--- config.mk ---
export PLATFORM = sky130hd
export DESIGN_NAME = fll_closed_loop_tuner
export DESIGN_NICKNAME = d
export VERILOG_FILES = /design/src/fll_pkg.sv /design/src/fll_closed_loop_tuner.sv
export VERILOG_INCLUDE_DIRS = /design/src /design/src/src
export SDC_FILE = /design/constraint.sdc
export NUM_CORES = 1
export LEC_CHECK = 0
export ABC_AREA = 0
export BUFFER_PORTS_ARGS = -buffer_cell sky130_fd_sc_hd__buf_2
export CELL_PAD_IN_SITES_DETAIL_PLACEMENT = 1
export CELL_PAD_IN_SITES_GLOBAL_PLACEMENT = 2
export CORE_MARGIN = 3
export CORE_UTILIZATION = 38
export CTS_CLUSTER_DIAMETER = 120
export CTS_CLUSTER_SIZE = 12
export DETAILED_ROUTE_END_ITERATION = 7
export MAX_ROUTING_LAYER = met4
export PLACE_DENSITY = 0.85
export SYNTH_ARGS = -nofsm -noshare
export SYNTH_HDL_FRONTEND = slang
export SYNTH_SLANG_ARGS = --single-unit
--- constraint.sdc ---
create_clock -name CLK_IN -period 7.2 [get_ports CLK_IN]
set_input_delay 1.8 -clock CLK_IN [delete_from_list [all_inputs] [get_ports CLK_IN]]
set_output_delay 1.8 -clock CLK_IN [all_outputs]
set_load 0.01 [all_outputs]
--- src/fll_defines.svh ---
// Constants of the closed-loop frequency tuner: offsets, fields, resets, counts
`ifndef FLL_DEFINES_SVH
`define FLL_DEFINES_SVH
// Register offsets
`define FLL_OFS_CTRL 8'h00
`define FLL_OFS_MULT 8'h04
`define FLL_OFS_VAL 8'h08
`define FLL_OFS_STAT 8'h0C
`define FLL_OFS_IEN_SET 8'h10
`define FLL_OFS_IEN_CLR 8'h14
`define FLL_OFS_IFLAG 8'h18
// Widths
`define FLL_AW 8
`define FLL_COARSE_W 6
`define FLL_FINE_W 10
`define FLL_MULT_W 16
`define FLL_DIFF_W 16
`define FLL_CNT_W 18
`define FLL_FLAG_N 5
// Control bits
`define FLL_CTRL_EN 0
`define FLL_CTRL_MODE 1
`define FLL_CTRL_HOLD 2
`define FLL_CTRL_BYP 3
`define FLL_CTRL_CHILL_OFF 4
`define FLL_CTRL_STRICT 5
// Multiplier and value field positions
`define FLL_MULT_LSB 0
`define FLL_FINE_STEP_LSB 16
`define FLL_COARSE_STEP_LSB 26
`define FLL_FINE_LSB 0
`define FLL_COARSE_LSB 10
`define FLL_DIFF_LSB 16
// Status and flag bits
`define FLL_ST_RDY 0
`define FLL_ST_LOCKC 1
`define FLL_ST_LOCKF 2
`define FLL_ST_OOB 3
`define FLL_ST_RCS 4
// Reset values
`define FLL_COARSE_RST 6'h1F
`define FLL_FINE_RST 10'h200
// Counts and lock windows
`define FLL_REF_STOP_CYC 131072
`define FLL_RELAXED_TOL 16'h0004
`define FLL_STRICT_TOL 16'h0001
`endif

--- src/fll_pkg.sv ---
// Types of the closed-loop frequency tuner
`include "fll_defines.svh"
package fll_pkg;
    typedef enum logic [1:0] {ST_OPEN, ST_COARSE, ST_FINE, ST_TRACK} tune_e;
    // Register port request
    typedef struct packed {
        logic [`FLL_AW-1:0] addr;
        logic [31:0] wdata;
        logic wr;
        logic rd;
    } reg_req_s;
    // Whole state of the tuner
    typedef struct packed {
        tune_e st;
        logic [2:0] ref_sync;
        logic enable, mode, hold, bypass, chill_off, strict;
        logic [`FLL_MULT_W-1:0] mult_factor;
        logic [`FLL_FINE_W-1:0] fine_step_max;
        logic [`FLL_COARSE_W-1:0] coarse_step_max;
        logic [`FLL_COARSE_W-1:0] coarse;
        logic [`FLL_FINE_W-1:0] fine;
        logic [`FLL_DIFF_W-1:0] diff;
        logic lockc, lockf, rdy, oob, rcs;
        logic [`FLL_FLAG_N-1:0] inten;
        logic [`FLL_FLAG_N-1:0] intflag;
        logic irq;
        logic [`FLL_CNT_W-1:0] per_cnt;
        logic armed, chill, last_dn;
        logic [`FLL_FINE_W-1:0] step;
        logic [31:0] rdata;
    } fll_state_s;
endpackage

--- src/fll_closed_loop_tuner.sv ---
// Closed-loop tuner of a digital frequency-locked loop with its register port
//
// Functional notes
// - Closed loop regulates output to multiplier times reference, fine tuned automatically.
// - Reference clock comes from generic clock channel zero.
// - Target below minimum frequency gives the minimum frequency.
// - Configure enable, reference, steps, multiplier first; writing mode one starts loop.
// - Coarse and fine values are read-only to software in closed loop.
// - Coarse search starts from the coarse value already held.
// - Bypass-coarse-lock set at start skips the coarse stage.
// - Coarse stage searches coarse value, then sets coarse lock flag.
// - Fine stage tunes fine value close to target, then sets fine lock flag.
// - Coarse or fine lock flag raises interrupt when its enable is set.
// - Ready flag shows the output clock is usable.
// - Measured ratio minus multiplier is stored in the ratio difference field.
// - With hold frequency clear, drift is tracked without losing locks.
// - Fine overflow or underflow in closed loop sets out-of-bounds flag.
// - Reference stopped or too slow sets the reference-stopped flag.
// - Stopped reference behaves as open loop; restart resumes closed loop.
// - Reference-stopped rising edge raises interrupt when enabled.
// - Chill cycles skip a measurement by default; disable bit turns them off.
// - Relaxed lock criteria by default; quick-lock-disable bit makes them strict.
// - After reset the loop is open with the reset coarse and fine values.
`timescale 1ns/10ps
`include "fll_defines.svh"

module fll_closed_loop_tuner #(
    parameter int unsigned REF_STOP_CYCLES = `FLL_REF_STOP_CYC
) (
    // Clock and reset
    input wire logic CLK_IN,
    input wire logic ARST_N_IN,
    // Reference clock from generic clock channel zero
    input wire logic REF_CLK_GCLK0_IN,
    // Register port
    input wire fll_pkg::reg_req_s REG_REQ_IN,
    output logic [31:0] RDATA_OUT,
    // Oscillator settings and status
    output logic [`FLL_COARSE_W-1:0] COARSE_OUT,
    output logic [`FLL_FINE_W-1:0] FINE_OUT,
    output logic READY_OUT,
    output logic IRQ_OUT
);
    import fll_pkg::*;

    localparam logic [`FLL_CNT_W-1:0] REF_STOP_LAST = `FLL_CNT_W'(REF_STOP_CYCLES - 1);
    localparam logic [`FLL_FINE_W-1:0] COARSE_TOP = `FLL_FINE_W'((1 << `FLL_COARSE_W) - 1);
    localparam logic [`FLL_FINE_W-1:0] FINE_TOP = `FLL_FINE_W'((1 << `FLL_FINE_W) - 1);
    localparam logic [`FLL_FINE_W-1:0] STEP_ONE = `FLL_FINE_W'(1);
    localparam logic signed [18:0] DIFF_HI = 19'sh07FFF;
    localparam logic signed [18:0] DIFF_LO = 19'sh78000;

    fll_state_s r;
    fll_state_s nx;
    logic ref_edge;
    logic closed;
    logic measure;
    logic ctrl_wr;
    logic [`FLL_CNT_W-1:0] meas;
    logic signed [18:0] diff_full;
    logic [`FLL_DIFF_W-1:0] diff_sat;
    logic [`FLL_DIFF_W-1:0] absd;
    logic [`FLL_DIFF_W-1:0] tol;
    logic dn;
    logic flip;
    logic moved;
    logic [10:0] mv;
    logic [`FLL_FINE_W-1:0] cur_step;
    logic [`FLL_FLAG_N-1:0] evt;
    logic [5:0] ctrl_new;

    ////////////////////////////////////////////////////////////////////////////
    // Moves a value by a step, clamping at the range ends; bit 10 flags a clamp
    function automatic logic [10:0] step_value(input logic [9:0] v, input logic [9:0] s,
                                               input logic down, input logic [9:0] vmax);
        logic [10:0] sum;
        sum = {1'b0, v} + {1'b0, s};
        if (down)
        begin
            step_value = (v < s) ? 11'h400 : {1'b0, v - s};
        end
        else
        begin
            step_value = (sum > {1'b0, vmax}) ? {1'b1, vmax} : sum;
        end
    endfunction

    ////////////////////////////////////////////////////////////////////////////
    // Decoded conditions of the current cycle
    assign ref_edge = r.ref_sync[1] & ~r.ref_sync[2];
    assign closed = r.enable & r.mode;
    assign measure = ref_edge & closed & r.armed & (r.st != ST_OPEN);
    assign ctrl_wr = REG_REQ_IN.wr && (REG_REQ_IN.addr == `FLL_OFS_CTRL);
    assign meas = r.per_cnt + 1'b1;
    assign diff_full = $signed({1'b0, meas}) - $signed({3'b000, r.mult_factor});
    assign diff_sat = (diff_full > DIFF_HI) ? DIFF_HI[15:0] :
                      (diff_full < DIFF_LO) ? DIFF_LO[15:0] : diff_full[15:0];
    assign dn = diff_full > 0;
    assign absd = diff_sat[15] ? 16'(-diff_sat) : diff_sat;
    assign tol = r.strict ? `FLL_STRICT_TOL : `FLL_RELAXED_TOL;
    assign flip = dn != r.last_dn;
    assign cur_step = (r.step == '0) ? STEP_ONE : r.step;
    assign ctrl_new = REG_REQ_IN.wdata[5:0];

    ////////////////////////////////////////////////////////////////////////////
    // Next state
    always_comb
    begin
        nx = r;
        moved = 1'b0;
        mv = '0;
        evt = '0;
        nx.rdata = '0;
        nx.ref_sync = {r.ref_sync[1:0], REF_CLK_GCLK0_IN};
        // Register writes other than control
        if (REG_REQ_IN.wr)
        begin
            case (REG_REQ_IN.addr)
                `FLL_OFS_MULT:
                begin
                    nx.mult_factor = REG_REQ_IN.wdata[`FLL_MULT_LSB +: `FLL_MULT_W];
                    nx.fine_step_max = REG_REQ_IN.wdata[`FLL_FINE_STEP_LSB +: `FLL_FINE_W];
                    nx.coarse_step_max = REG_REQ_IN.wdata[`FLL_COARSE_STEP_LSB +: `FLL_COARSE_W];
                end
                `FLL_OFS_VAL:
                begin
                    if (!closed)
                    begin
                        nx.coarse = REG_REQ_IN.wdata[`FLL_COARSE_LSB +: `FLL_COARSE_W];
                        nx.fine = REG_REQ_IN.wdata[`FLL_FINE_LSB +: `FLL_FINE_W];
                    end
                end
                `FLL_OFS_STAT: nx.oob = r.oob & ~REG_REQ_IN.wdata[`FLL_ST_OOB];
                `FLL_OFS_IEN_SET: nx.inten = r.inten | REG_REQ_IN.wdata[`FLL_FLAG_N-1:0];
                `FLL_OFS_IEN_CLR: nx.inten = r.inten & ~REG_REQ_IN.wdata[`FLL_FLAG_N-1:0];
                `FLL_OFS_IFLAG: nx.intflag = r.intflag & ~REG_REQ_IN.wdata[`FLL_FLAG_N-1:0];
                default: ;
            endcase
        end
        // Register reads, data in the following cycle only
        if (REG_REQ_IN.rd)
        begin
            case (REG_REQ_IN.addr)
                `FLL_OFS_CTRL: nx.rdata = {26'h0000000, r.strict, r.chill_off, r.bypass, r.hold,
                                           r.mode, r.enable};
                `FLL_OFS_MULT: nx.rdata = {r.coarse_step_max, r.fine_step_max, r.mult_factor};
                `FLL_OFS_VAL: nx.rdata = {r.diff, r.coarse, r.fine};
                `FLL_OFS_STAT: nx.rdata = {27'h0000000, r.rcs, r.oob, r.lockf, r.lockc, r.rdy};
                `FLL_OFS_IEN_SET: nx.rdata = {27'h0000000, r.inten};
                `FLL_OFS_IEN_CLR: nx.rdata = {27'h0000000, r.inten};
                `FLL_OFS_IFLAG: nx.rdata = {27'h0000000, r.intflag};
                default: nx.rdata = '0;
            endcase
        end
        // Reference period counter and stop detection
        if (ref_edge)
        begin
            nx.per_cnt = '0;
            nx.rcs = 1'b0;
            nx.armed = closed;
        end
        else
        begin
            if (r.per_cnt != '1)
            begin
                nx.per_cnt = r.per_cnt + 1'b1;
            end
            if (closed && r.per_cnt >= REF_STOP_LAST)
            begin
                nx.rcs = 1'b1;
                nx.armed = 1'b0;
            end
        end
        // Measurement and frequency tuner
        if (measure)
        begin
            nx.diff = diff_sat;
            if (r.chill)
            begin
                nx.chill = 1'b0;
            end
            else
            begin
                nx.last_dn = dn;
                unique case (r.st)
                    ST_COARSE:
                    begin
                        if (diff_sat == '0 || (flip && cur_step == STEP_ONE))
                        begin
                            nx.lockc = 1'b1;
                            nx.st = ST_FINE;
                            nx.step = r.fine_step_max;
                        end
                        else
                        begin
                            // Clamp at zero holds the minimum frequency
                            mv = step_value({4'h0, r.coarse}, cur_step, dn, COARSE_TOP);
                            nx.coarse = mv[`FLL_COARSE_W-1:0];
                            moved = 1'b1;
                            if (flip && cur_step > STEP_ONE)
                            begin
                                nx.step = {1'b0, cur_step[9:1]};
                            end
                        end
                    end
                    ST_FINE:
                    begin
                        if (absd <= tol || (flip && cur_step == STEP_ONE))
                        begin
                            nx.lockf = 1'b1;
                            nx.st = ST_TRACK;
                        end
                        else
                        begin
                            mv = step_value(r.fine, cur_step, dn, FINE_TOP);
                            nx.fine = mv[`FLL_FINE_W-1:0];
                            nx.oob = nx.oob | mv[10];
                            moved = 1'b1;
                            if (flip && cur_step > STEP_ONE)
                            begin
                                nx.step = {1'b0, cur_step[9:1]};
                            end
                        end
                    end
                    ST_TRACK:
                    begin
                        if (!r.hold && diff_sat != '0)
                        begin
                            mv = step_value(r.fine, STEP_ONE, dn, FINE_TOP);
                            nx.fine = mv[`FLL_FINE_W-1:0];
                            nx.oob = nx.oob | mv[10];
                            moved = 1'b1;
                        end
                    end
                    ST_OPEN: ;
                endcase
                nx.chill = moved & ~r.chill_off;
            end
        end
        // Control writes start or stop the loop
        if (ctrl_wr)
        begin
            nx.enable = ctrl_new[`FLL_CTRL_EN];
            nx.mode = ctrl_new[`FLL_CTRL_MODE];
            nx.hold = ctrl_new[`FLL_CTRL_HOLD];
            nx.bypass = ctrl_new[`FLL_CTRL_BYP];
            nx.chill_off = ctrl_new[`FLL_CTRL_CHILL_OFF];
            nx.strict = ctrl_new[`FLL_CTRL_STRICT];
            if (!(nx.enable && nx.mode))
            begin
                nx.st = ST_OPEN;
                nx.lockc = 1'b0;
                nx.lockf = 1'b0;
                nx.rcs = 1'b0;
                nx.armed = 1'b0;
            end
            else if (!closed)
            begin
                // Search begins from the held coarse value
                nx.st = nx.bypass ? ST_FINE : ST_COARSE;
                nx.step = nx.bypass ? r.fine_step_max : {4'h0, r.coarse_step_max};
                nx.lockc = nx.bypass;
                nx.lockf = 1'b0;
                nx.armed = 1'b0;
                nx.chill = 1'b0;
                nx.rcs = 1'b0;
            end
        end
        // Status flags and interrupt, event set wins over clear
        nx.rdy = nx.enable;
        evt[`FLL_ST_RDY] = nx.rdy & ~r.rdy;
        evt[`FLL_ST_LOCKC] = nx.lockc & ~r.lockc;
        evt[`FLL_ST_LOCKF] = nx.lockf & ~r.lockf;
        evt[`FLL_ST_OOB] = nx.oob & ~r.oob;
        evt[`FLL_ST_RCS] = nx.rcs & ~r.rcs;
        nx.intflag = nx.intflag | evt;
        nx.irq = |(nx.intflag & nx.inten);
    end

    ////////////////////////////////////////////////////////////////////////////
    // State register
    always_ff @(posedge CLK_IN or negedge ARST_N_IN)
    begin
        if (!ARST_N_IN)
        begin
            r <= '0;
            r.coarse <= `FLL_COARSE_RST;
            r.fine <= `FLL_FINE_RST;
        end
        else
        begin
            r <= nx;
        end
    end

    // Outputs straight from the state register
    assign RDATA_OUT = r.rdata;
    assign COARSE_OUT = r.coarse;
    assign FINE_OUT = r.fine;
    assign READY_OUT = r.rdy;
    assign IRQ_OUT = r.irq;
endmodule

Yosys cells after proc, flatten, opt, wreduce, memory -nomap -nowiden:

Index checks and enable logic that the tools add are counted.

* input bits: 45
* output and inout bits: 50
* flip-flop bits (word level): 153
* logic and storage cells: 199

* muxes and demuxes: 91
* magnitude comparators: 12
* equal/unequal tests: 12
* bitwise logic cells: 29
* $add $sub $neg: 9
* reductions and logical operators: 19

Operator list (count)
* $pmux 32 s6: 1
* $mux 11: 15
* $mux 16: 7
* $mux 10: 11
* $pmux 10 s2: 2
* $mux 6: 6
* $mux 34: 1
* $mux 32: 1
* $mux 2: 14
* $eq 8x5->1 const B: 3
* $mux 1: 24
* $gt 11x10->1 const B: 2
* $gt 19x1->1 const B: 1
* $gt 19x16->1 const B: 1
* $lt 19x16->1 const B: 1
* $mux 19: 1
* $sub 18x16->19: 1
* $add 18x1->18 const B: 1
* $ge 18x17->1 const B: 1
* $mux 18: 1
* $ne 18x18->1 const B: 1
* $eq 8x4->1 const B: 2
* $le 16x3->1: 1
* $logic_not 16->1: 1
* other kinds (40): 72

Depth between registers and ports, before layout:

Gate-level depths: netlist of the first run.

* depth in word-level cells: 24
* depth in mapped cells: 33
* depth with buffers taken out: 31

Worst setup path after synthesis of the first run:

Ideal clock, no wire load.

* path type: register to register
* start point: register r[51] in the netlist's numbering
* end point: register r[32] in the netlist's numbering
* path slack: 1230 ps
* data required time: 7059 ps
* library setup time: 141 ps
* stages on the path, launching flop included: 30
* data arrival time: 5829 ps
* path buffers: 3
* period minus slack after synthesis: 5970 ps
* cell sequence: dfrtp_1 > nand4_1 > or3_1 > nor2_1 > and3_1 > xnor2_1 > inv_1 > ha_1 > clkbuf_1 > and3_1 > nand2_1 > o21a_1 > nand4_1 > buf_2 > buf_1 > a22oi_1 > ha_1 > nor4_1 > nor3b_1 > ha_1 > a22oi_1 > o22a_1 > o21a_1 > o31ai_1 > nand3_1 > a211oi_2 > o2111ai_1 > o31a_4 > o21ai_4 > o221ai_1

RTL lines
* start, declared: RTL line fll_closed_loop_tuner.sv:53 `fll_state_s r;`
* start signal, assigned: RTL line fll_closed_loop_tuner.sv:292 `r <= nx;`

==> results of run 1 <==
area by class of cell:
| class | count | area share, % |
|---|---|---|
| inverters | 72 | 2.050 |
| well taps | 396 | 3.758 |
| repair buffers | 117 | 5.020 |
| clock inverters | 13 | 1.461 |
| multi-input cells | 1074 | 55.32 |
| flip-flops and latches | 153 | 29.10 |
| clock buffers | 19 | 3.283 |
flip-flops by register name, summed over array words and instances (netlist names):
signal and count:
RDATA_OUT 32, nx 2, r 101, FINE_OUT 10, READY_OUT 1, COARSE_OUT 6, IRQ_OUT 1
report_power, final:
part	switching, mW	internal, mW	total [mW]
Sequential	0.0554	0.894	0.949
Clock	0.397	0.585	0.982
Combinational	1.71	0.877	2.58
stage by stage:
| stage | instances | setup TNS (ps) |
|---|---|---|
| 6_report | 1844 | 0 |
| 3_3_place_gp | 1812 | 0 |
| 2_1_floorplan | 1424 | 0 |
| 5_1_grt | 1844 | -79.91 |
| 3_5_place_dp | 1812 | 0 |
| 4_1_cts | 1844 | 0 |
timing repair:
item,in CTS,in global routing
buffers inserted,0,0
endpoints found under the setup margin,0,23
resized for setup,0,12
logic make-up (layout without fill, tap and decap cells):
kind of cell | Yosys count | after routing | synth area share (%)
AO/OA/AOI/OAI | 455 | 455 | 26.61
XOR/XNOR | 27 | 27 | 2.247
adder cells (fa/ha/maj) | 64 | 64 | 6.969
buffers and inverters | 197 | 221 | 7.905
flip-flops | 153 | 153 | 31.89
multiplexers | 63 | 63 | 5.648
AND/OR/NAND/NOR | 465 | 465 | 18.73
synthesized netlist by cell type (all sizes together) (5+ instances only):
master and instances:
a2bb2oi 5, nor2b 8, o31ai 14, or3 12, fa 5, a22oi 31, nor3 32, nand2b 12
o21a 14, a21oi 106, a211oi 23, and3 12, a221oi 7, ha 59, a31oi 26, xor2 14
mux2 39, o22ai 18, a31o 5, clkbuf 58, or2 10, dfrtp 147, nand3 45, nand2 140
nand4 11, o31a 6, dfstp 6, o21ai 71, nor4 8, mux2i 24, nor3b 7, o221ai 10
a21o 22, a211o 10, nand4b 6, o211ai 22, o22a 5, o21bai 9, and2 17, xnor2 13
inv 72, a22o 8, buf 67, nor2 131
worst max-delay path by stage:
stage                     slack (ps)   from  endpoint  cells after the start
after floorplan                 1230  r[51]     r[32]                     29
after global placement           770  r[45]     r[34]                     30
after detailed placement         440  r[45]     r[35]                     30
after CTS                        290  r[45]     r[35]                     30
after global routing             -40  r[51]     r[35]                     28
final                            470  r[51]     r[35]                     28
routing by layer:
metal	up-vias	wire length [µm]	GRT usage, %
met1	5729	19320	34.20
met4	0	1092	7.923
li1	5185	-	-
met2	263	20900	42.47
met5	-	0	-
met3	60	1915	4.234
==> run summary, run 1 <==
Status - complete, no violations
Multi-input gate area - 7295 µm²
Place WS - 442.5 ps
Hold Crit Endpoint - nx[151]
Slowest cell delay on critical path - 460 ps
Std cell rows - 64
Area leader, netlist - dfrtp_1
Synth unique cells - 106
H-tree lvl count - 4
Tmin final - 6733 ps
Num CTS Buffers - 17
Wire length per cell - 23.44 µm
Net Count, Synth - 1533
Maximum number of pins on one net before global-route repair - 103
Most common cell after layout, fill and taps aside - dfrtp_1
Slew headroom - 25.51%
Fraction of layout instances using a drive strength above 1 - 17.61%
HP Class - flop to flop
Synthesized area - 12030 µm²
R2R setup slack - 470 ps
DR vias - 11240
Avg Vias per Cell - 6.094
Setup CP Type - flop to flop
Final nets - 1544
YS warnings - 0
Total Wirelength - 43.22 mm
Clk sink count - 153
Dpl hpwl - 32.98 mm
Sequential element share of the synthesized area - 31.89%
Filler cells - 3659
Fin worst setup slack - 467.2 ps
Hold path startpoint - nx[150]
WP data arrival - 7020 ps
Clock Latency Late Sink - 450 ps
Critical R2R Capture - r[35]
Async S/R FF share, synth - 100.0%
Final ANT Viol Nets - 0
VDD IR max - 0.2929 mV
Critical Path RT - 7480 ps
Root buf cell - clkbuf_16
F_max - 148.5 MHz
Mapped Cells - 1424
Main synth FF type - dfrtp_1
CTS tree - yes
Mean Syn Cell Area - 8.447 µm²
Vias in the first global route - 11480
DRC Markers - 0
Reg2Reg Depth - 28
Most frequent cells in the layout - 146 x dfrtp_1, 139 x nand2_1, 128 x nor2_1
ANT cells - 0
Die width - 183.9 µm
Grt total ovfl - 0
CP top delay family - compound AO/OA/AOI/OAI gates
FF+latch area - 3837 µm²
Hold Worst Slack - 339.3 ps
First-pass GRT wire length - 67.70 mm
Routability-driven placement congestion ratio - 0.9552
Crit-path slowest cell - or3_1
Initial antenna violation count - 0
Total Power - 4.514 mW
Crit. End Element - flop
Top Ports - 95
Worst Path Buf+Inv - 1
Top cell type's share of synthesized area - 30.58%
Hold path cells - 0
Synthesized flop and latch total - 153
EDFF count, synth - 0
Fin crit share - 93.51%
Slew Limit Fails - 0
Starting Density - 38.92%
PwrDens - 342.4 nW/µm²
Clock Path Buffers - 2
Finished Core Util - 42.66%
Synth area leaders - dfrtp_1 31%, ha_1 6.1%, nand2_1 4.3%
DP Area - 12510 µm²
Crit path launch type - flop
Port Buffer Count - 94
Max cap viols - 0
Worst reg2reg startpoint - r[51]
Die area - 33830 µm²
Crit path max fanout - 9
Clock transition at path regs - 70 ps
Pleak - 5.833 nW
CTS Hold Bufs - 0
Design area - 13190 µm²
Core footprint - 30910 µm²
Worst slew pin tran - 1117 ps
DRT Pass-1 Iters - 5
Global Route Usage Sum - 26.33%
DR iter-0 viols - 901
P&R area growth vs syn - 9.611%
Die Height - 183.9 µm
Final hold vios - 0
Endpoints failing setup - 0
Layout Skew - 11.55 ps
Power figures use the tool's default switching activity.
==> run 2, diff against run 1 <==
--- a/config.mk
+++ b/config.mk
@@ -17,6 +17,7 @@
 export DETAILED_ROUTE_END_ITERATION = 7
 export MAX_ROUTING_LAYER = met4
 export PLACE_DENSITY = 0.85
+export REMOVE_ABC_BUFFERS = 1
 export SYNTH_ARGS = -nofsm -noshare
 export SYNTH_HDL_FRONTEND = slang
 export SYNTH_SLANG_ARGS = --single-unit
==> run 2 against run 1 <==
  * Worst setup slack lost 10 ps
  * Clock skew shrank 2.6 ps
  * Global-route usage grew 0.23 points
  * Critical endpoint is now r[38]
==> run summary, run 2 (synthesized netlist as in run 1, its figures left out) <==
Worst reg2reg startpoint - r[45]
Hold path startpoint - nx[150]
Post-Place Cells - 1814
Die width - 183.9 µm
NetSw - 2.107 mW
Fin crit share - 93.65%
PwrDens - 339.0 nW/µm²
Num CTS Buffers - 17
Initial antenna violation count - 0
Clk sink count - 153
Sequential share of power - 21.2%
CTS tree - yes
Avg Vias per Cell - 6.101
Top Ports - 95
Core footprint - 30910 µm²
HP Class - flop to flop
Most common cell after layout, fill and taps aside - dfrtp_1
Slew Limit Fails - 0
Max FFs per register - 101
Die area - 33830 µm²
Most frequent cells in the layout - 147 x dfrtp_1, 139 x nand2_1, 129 x nor2_1
Port Buffer Count - 94
Crit. End Element - flop
Final nets - 1549
Std cell rows - 64
Global Route Usage Sum - 26.55%
Finished Core Util - 42.75%
Clock Path Buffers - 2
Slew headroom - 16.52%
DRT Pass-1 Iters - 5
Routability-driven placement congestion ratio - 0.9215
Biggest register - r
P_int - 2.373 mW
FF+latch area - 3836 µm²
Gate power share - 56.7%
Critical R2R Capture - r[38]
Critical Path RT - 7490 ps
Layout Skew - 8.951 ps
Dpl hpwl - 32.36 mm
Multi-input gate area - 7286 µm²
Grt total ovfl - 0
DRC Markers - 0
Sw Share - 47.03%
Status - complete, no violations
Root buf cell - clkbuf_16
Slowest cell delay on critical path - 460 ps
Pleak - 5.861 nW
Reg2Reg Depth - 30
Hold path cells - 0
Filler cells - 3707
Crit-path slowest cell - dfrtp_1
Clock Latency Late Sink - 440 ps
Final ANT Viol Nets - 0
ANT cells - 0
Maximum number of pins on one net before global-route repair - 72
Setup CP Type - flop to flop
Total Wirelength - 43.60 mm
VDD IR max - 0.2358 mV
CP most frequent cell - ha_1
Clock transition at path regs - 60 ps
Die Height - 183.9 µm
Max cap viols - 0
CTS Hold Bufs - 0
Wire length per cell - 23.58 µm
Cell Count, Final, Fillers Out - 1849
Vias in the first global route - 11670
Clock Power Share - 22.1%
Crit path launch type - flop
DR iter-0 viols - 755
DR vias - 11280
First-pass GRT wire length - 67.74 mm
Final hold vios - 0
R2R setup slack - 460 ps
Fraction of layout instances using a drive strength above 1 - 17.48%
Worst slew pin tran - 1243 ps
H-tree lvl count - 4
Crit path max fanout - 8
WP data arrival - 7040 ps
F_max - 148.3 MHz
Starting Density - 38.92%
P&R area growth vs syn - 9.850%
Endpoints failing setup - 0
Hold Worst Slack - 348.5 ps
Tmin final - 6743 ps
Hold Crit Endpoint - nx[151]
-- run 2: cell count changes in the layout (fill, tap and decap cells not counted), moves of 3 or more --
cell / before / now
ha_2: 3 / 0
ha_1: 56 / 59
inv_6: 4 / 1
clkbuf_8: 0 / 3
buf_4: 22 / 28
-- run 2: repair_timing --
action | CTS | global route
setup endpoints to repair | 0 | 26
resized for setup | 0 | 8
buffers inserted | 0 | 3
-- run 2: layer usage --
layer / share of wire (%) / global-route usage (%)
met1: 45 / 34.88
met5: 0 / -
met2: 46 / 41.50
met4: 3.6 / 10.25
met3: 4.5 / 3.957
-- run 2: final cells by class --
class	instances	share of cell area, %
Clock buffer	22	3.589
Clock inverter	10	1.250
Inverter	72	2.045
Multi-Input combinational cell	1074	55.14
Sequential cell	153	29.03
Tap cell	396	3.750
Timing Repair Buffer	122	5.198
-- run 2: power by group through the flow --
stage                     sequential [mW]  combinational (mW)  clock, mW
final                               0.949                2.54      0.990
after global routing                0.952                2.76       1.05
after CTS                           0.947                2.48       1.01
after detailed placement            0.963                2.46          0
after global placement              0.960                2.43          0
after floorplan                     0.944                1.67          0
-- run 2: worst max path at each step --
stage,cells past startpoint,end,from,slack [ps]
after floorplan,28,FINE_OUT[5],r[45],910
after global placement,30,r[35],r[45],590
after detailed placement,30,r[36],r[45],350
after CTS,30,r[34],r[45],310
after global routing,30,r[34],r[45],-10
final,30,r[38],r[45],460
-- run 2: per-stage QoR --
step | instance area (µm²) | setup slack [ps] | total power [mW] | TNS, ps
2_1_floorplan | 11350 | 914.7 | 2.612 | 0
3_3_place_gp | 12510 | 588.4 | 3.392 | 0
3_5_place_dp | 12510 | 350.1 | 3.420 | 0
4_1_cts | 13150 | 310.5 | 4.434 | 0
5_1_grt | 13210 | -11.83 | 4.759 | -35.04
6_report | 13210 | 457.0 | 4.480 | 0
-- run 2: critical path, delay by kind of cell (launching register included) --
| kind | cells | cell delay [ps] |
|---|---|---|
| AO/OA/AOI/OAI | 16 | 3480 |
| XOR/XNOR | 2 | 380 |
| adder cells (fa/ha/maj) | 4 | 1220 |
| buffers and inverters | 2 | 240 |
| flip-flops | 1 | 460 |
| AND/OR/NAND/NOR | 6 | 810 |
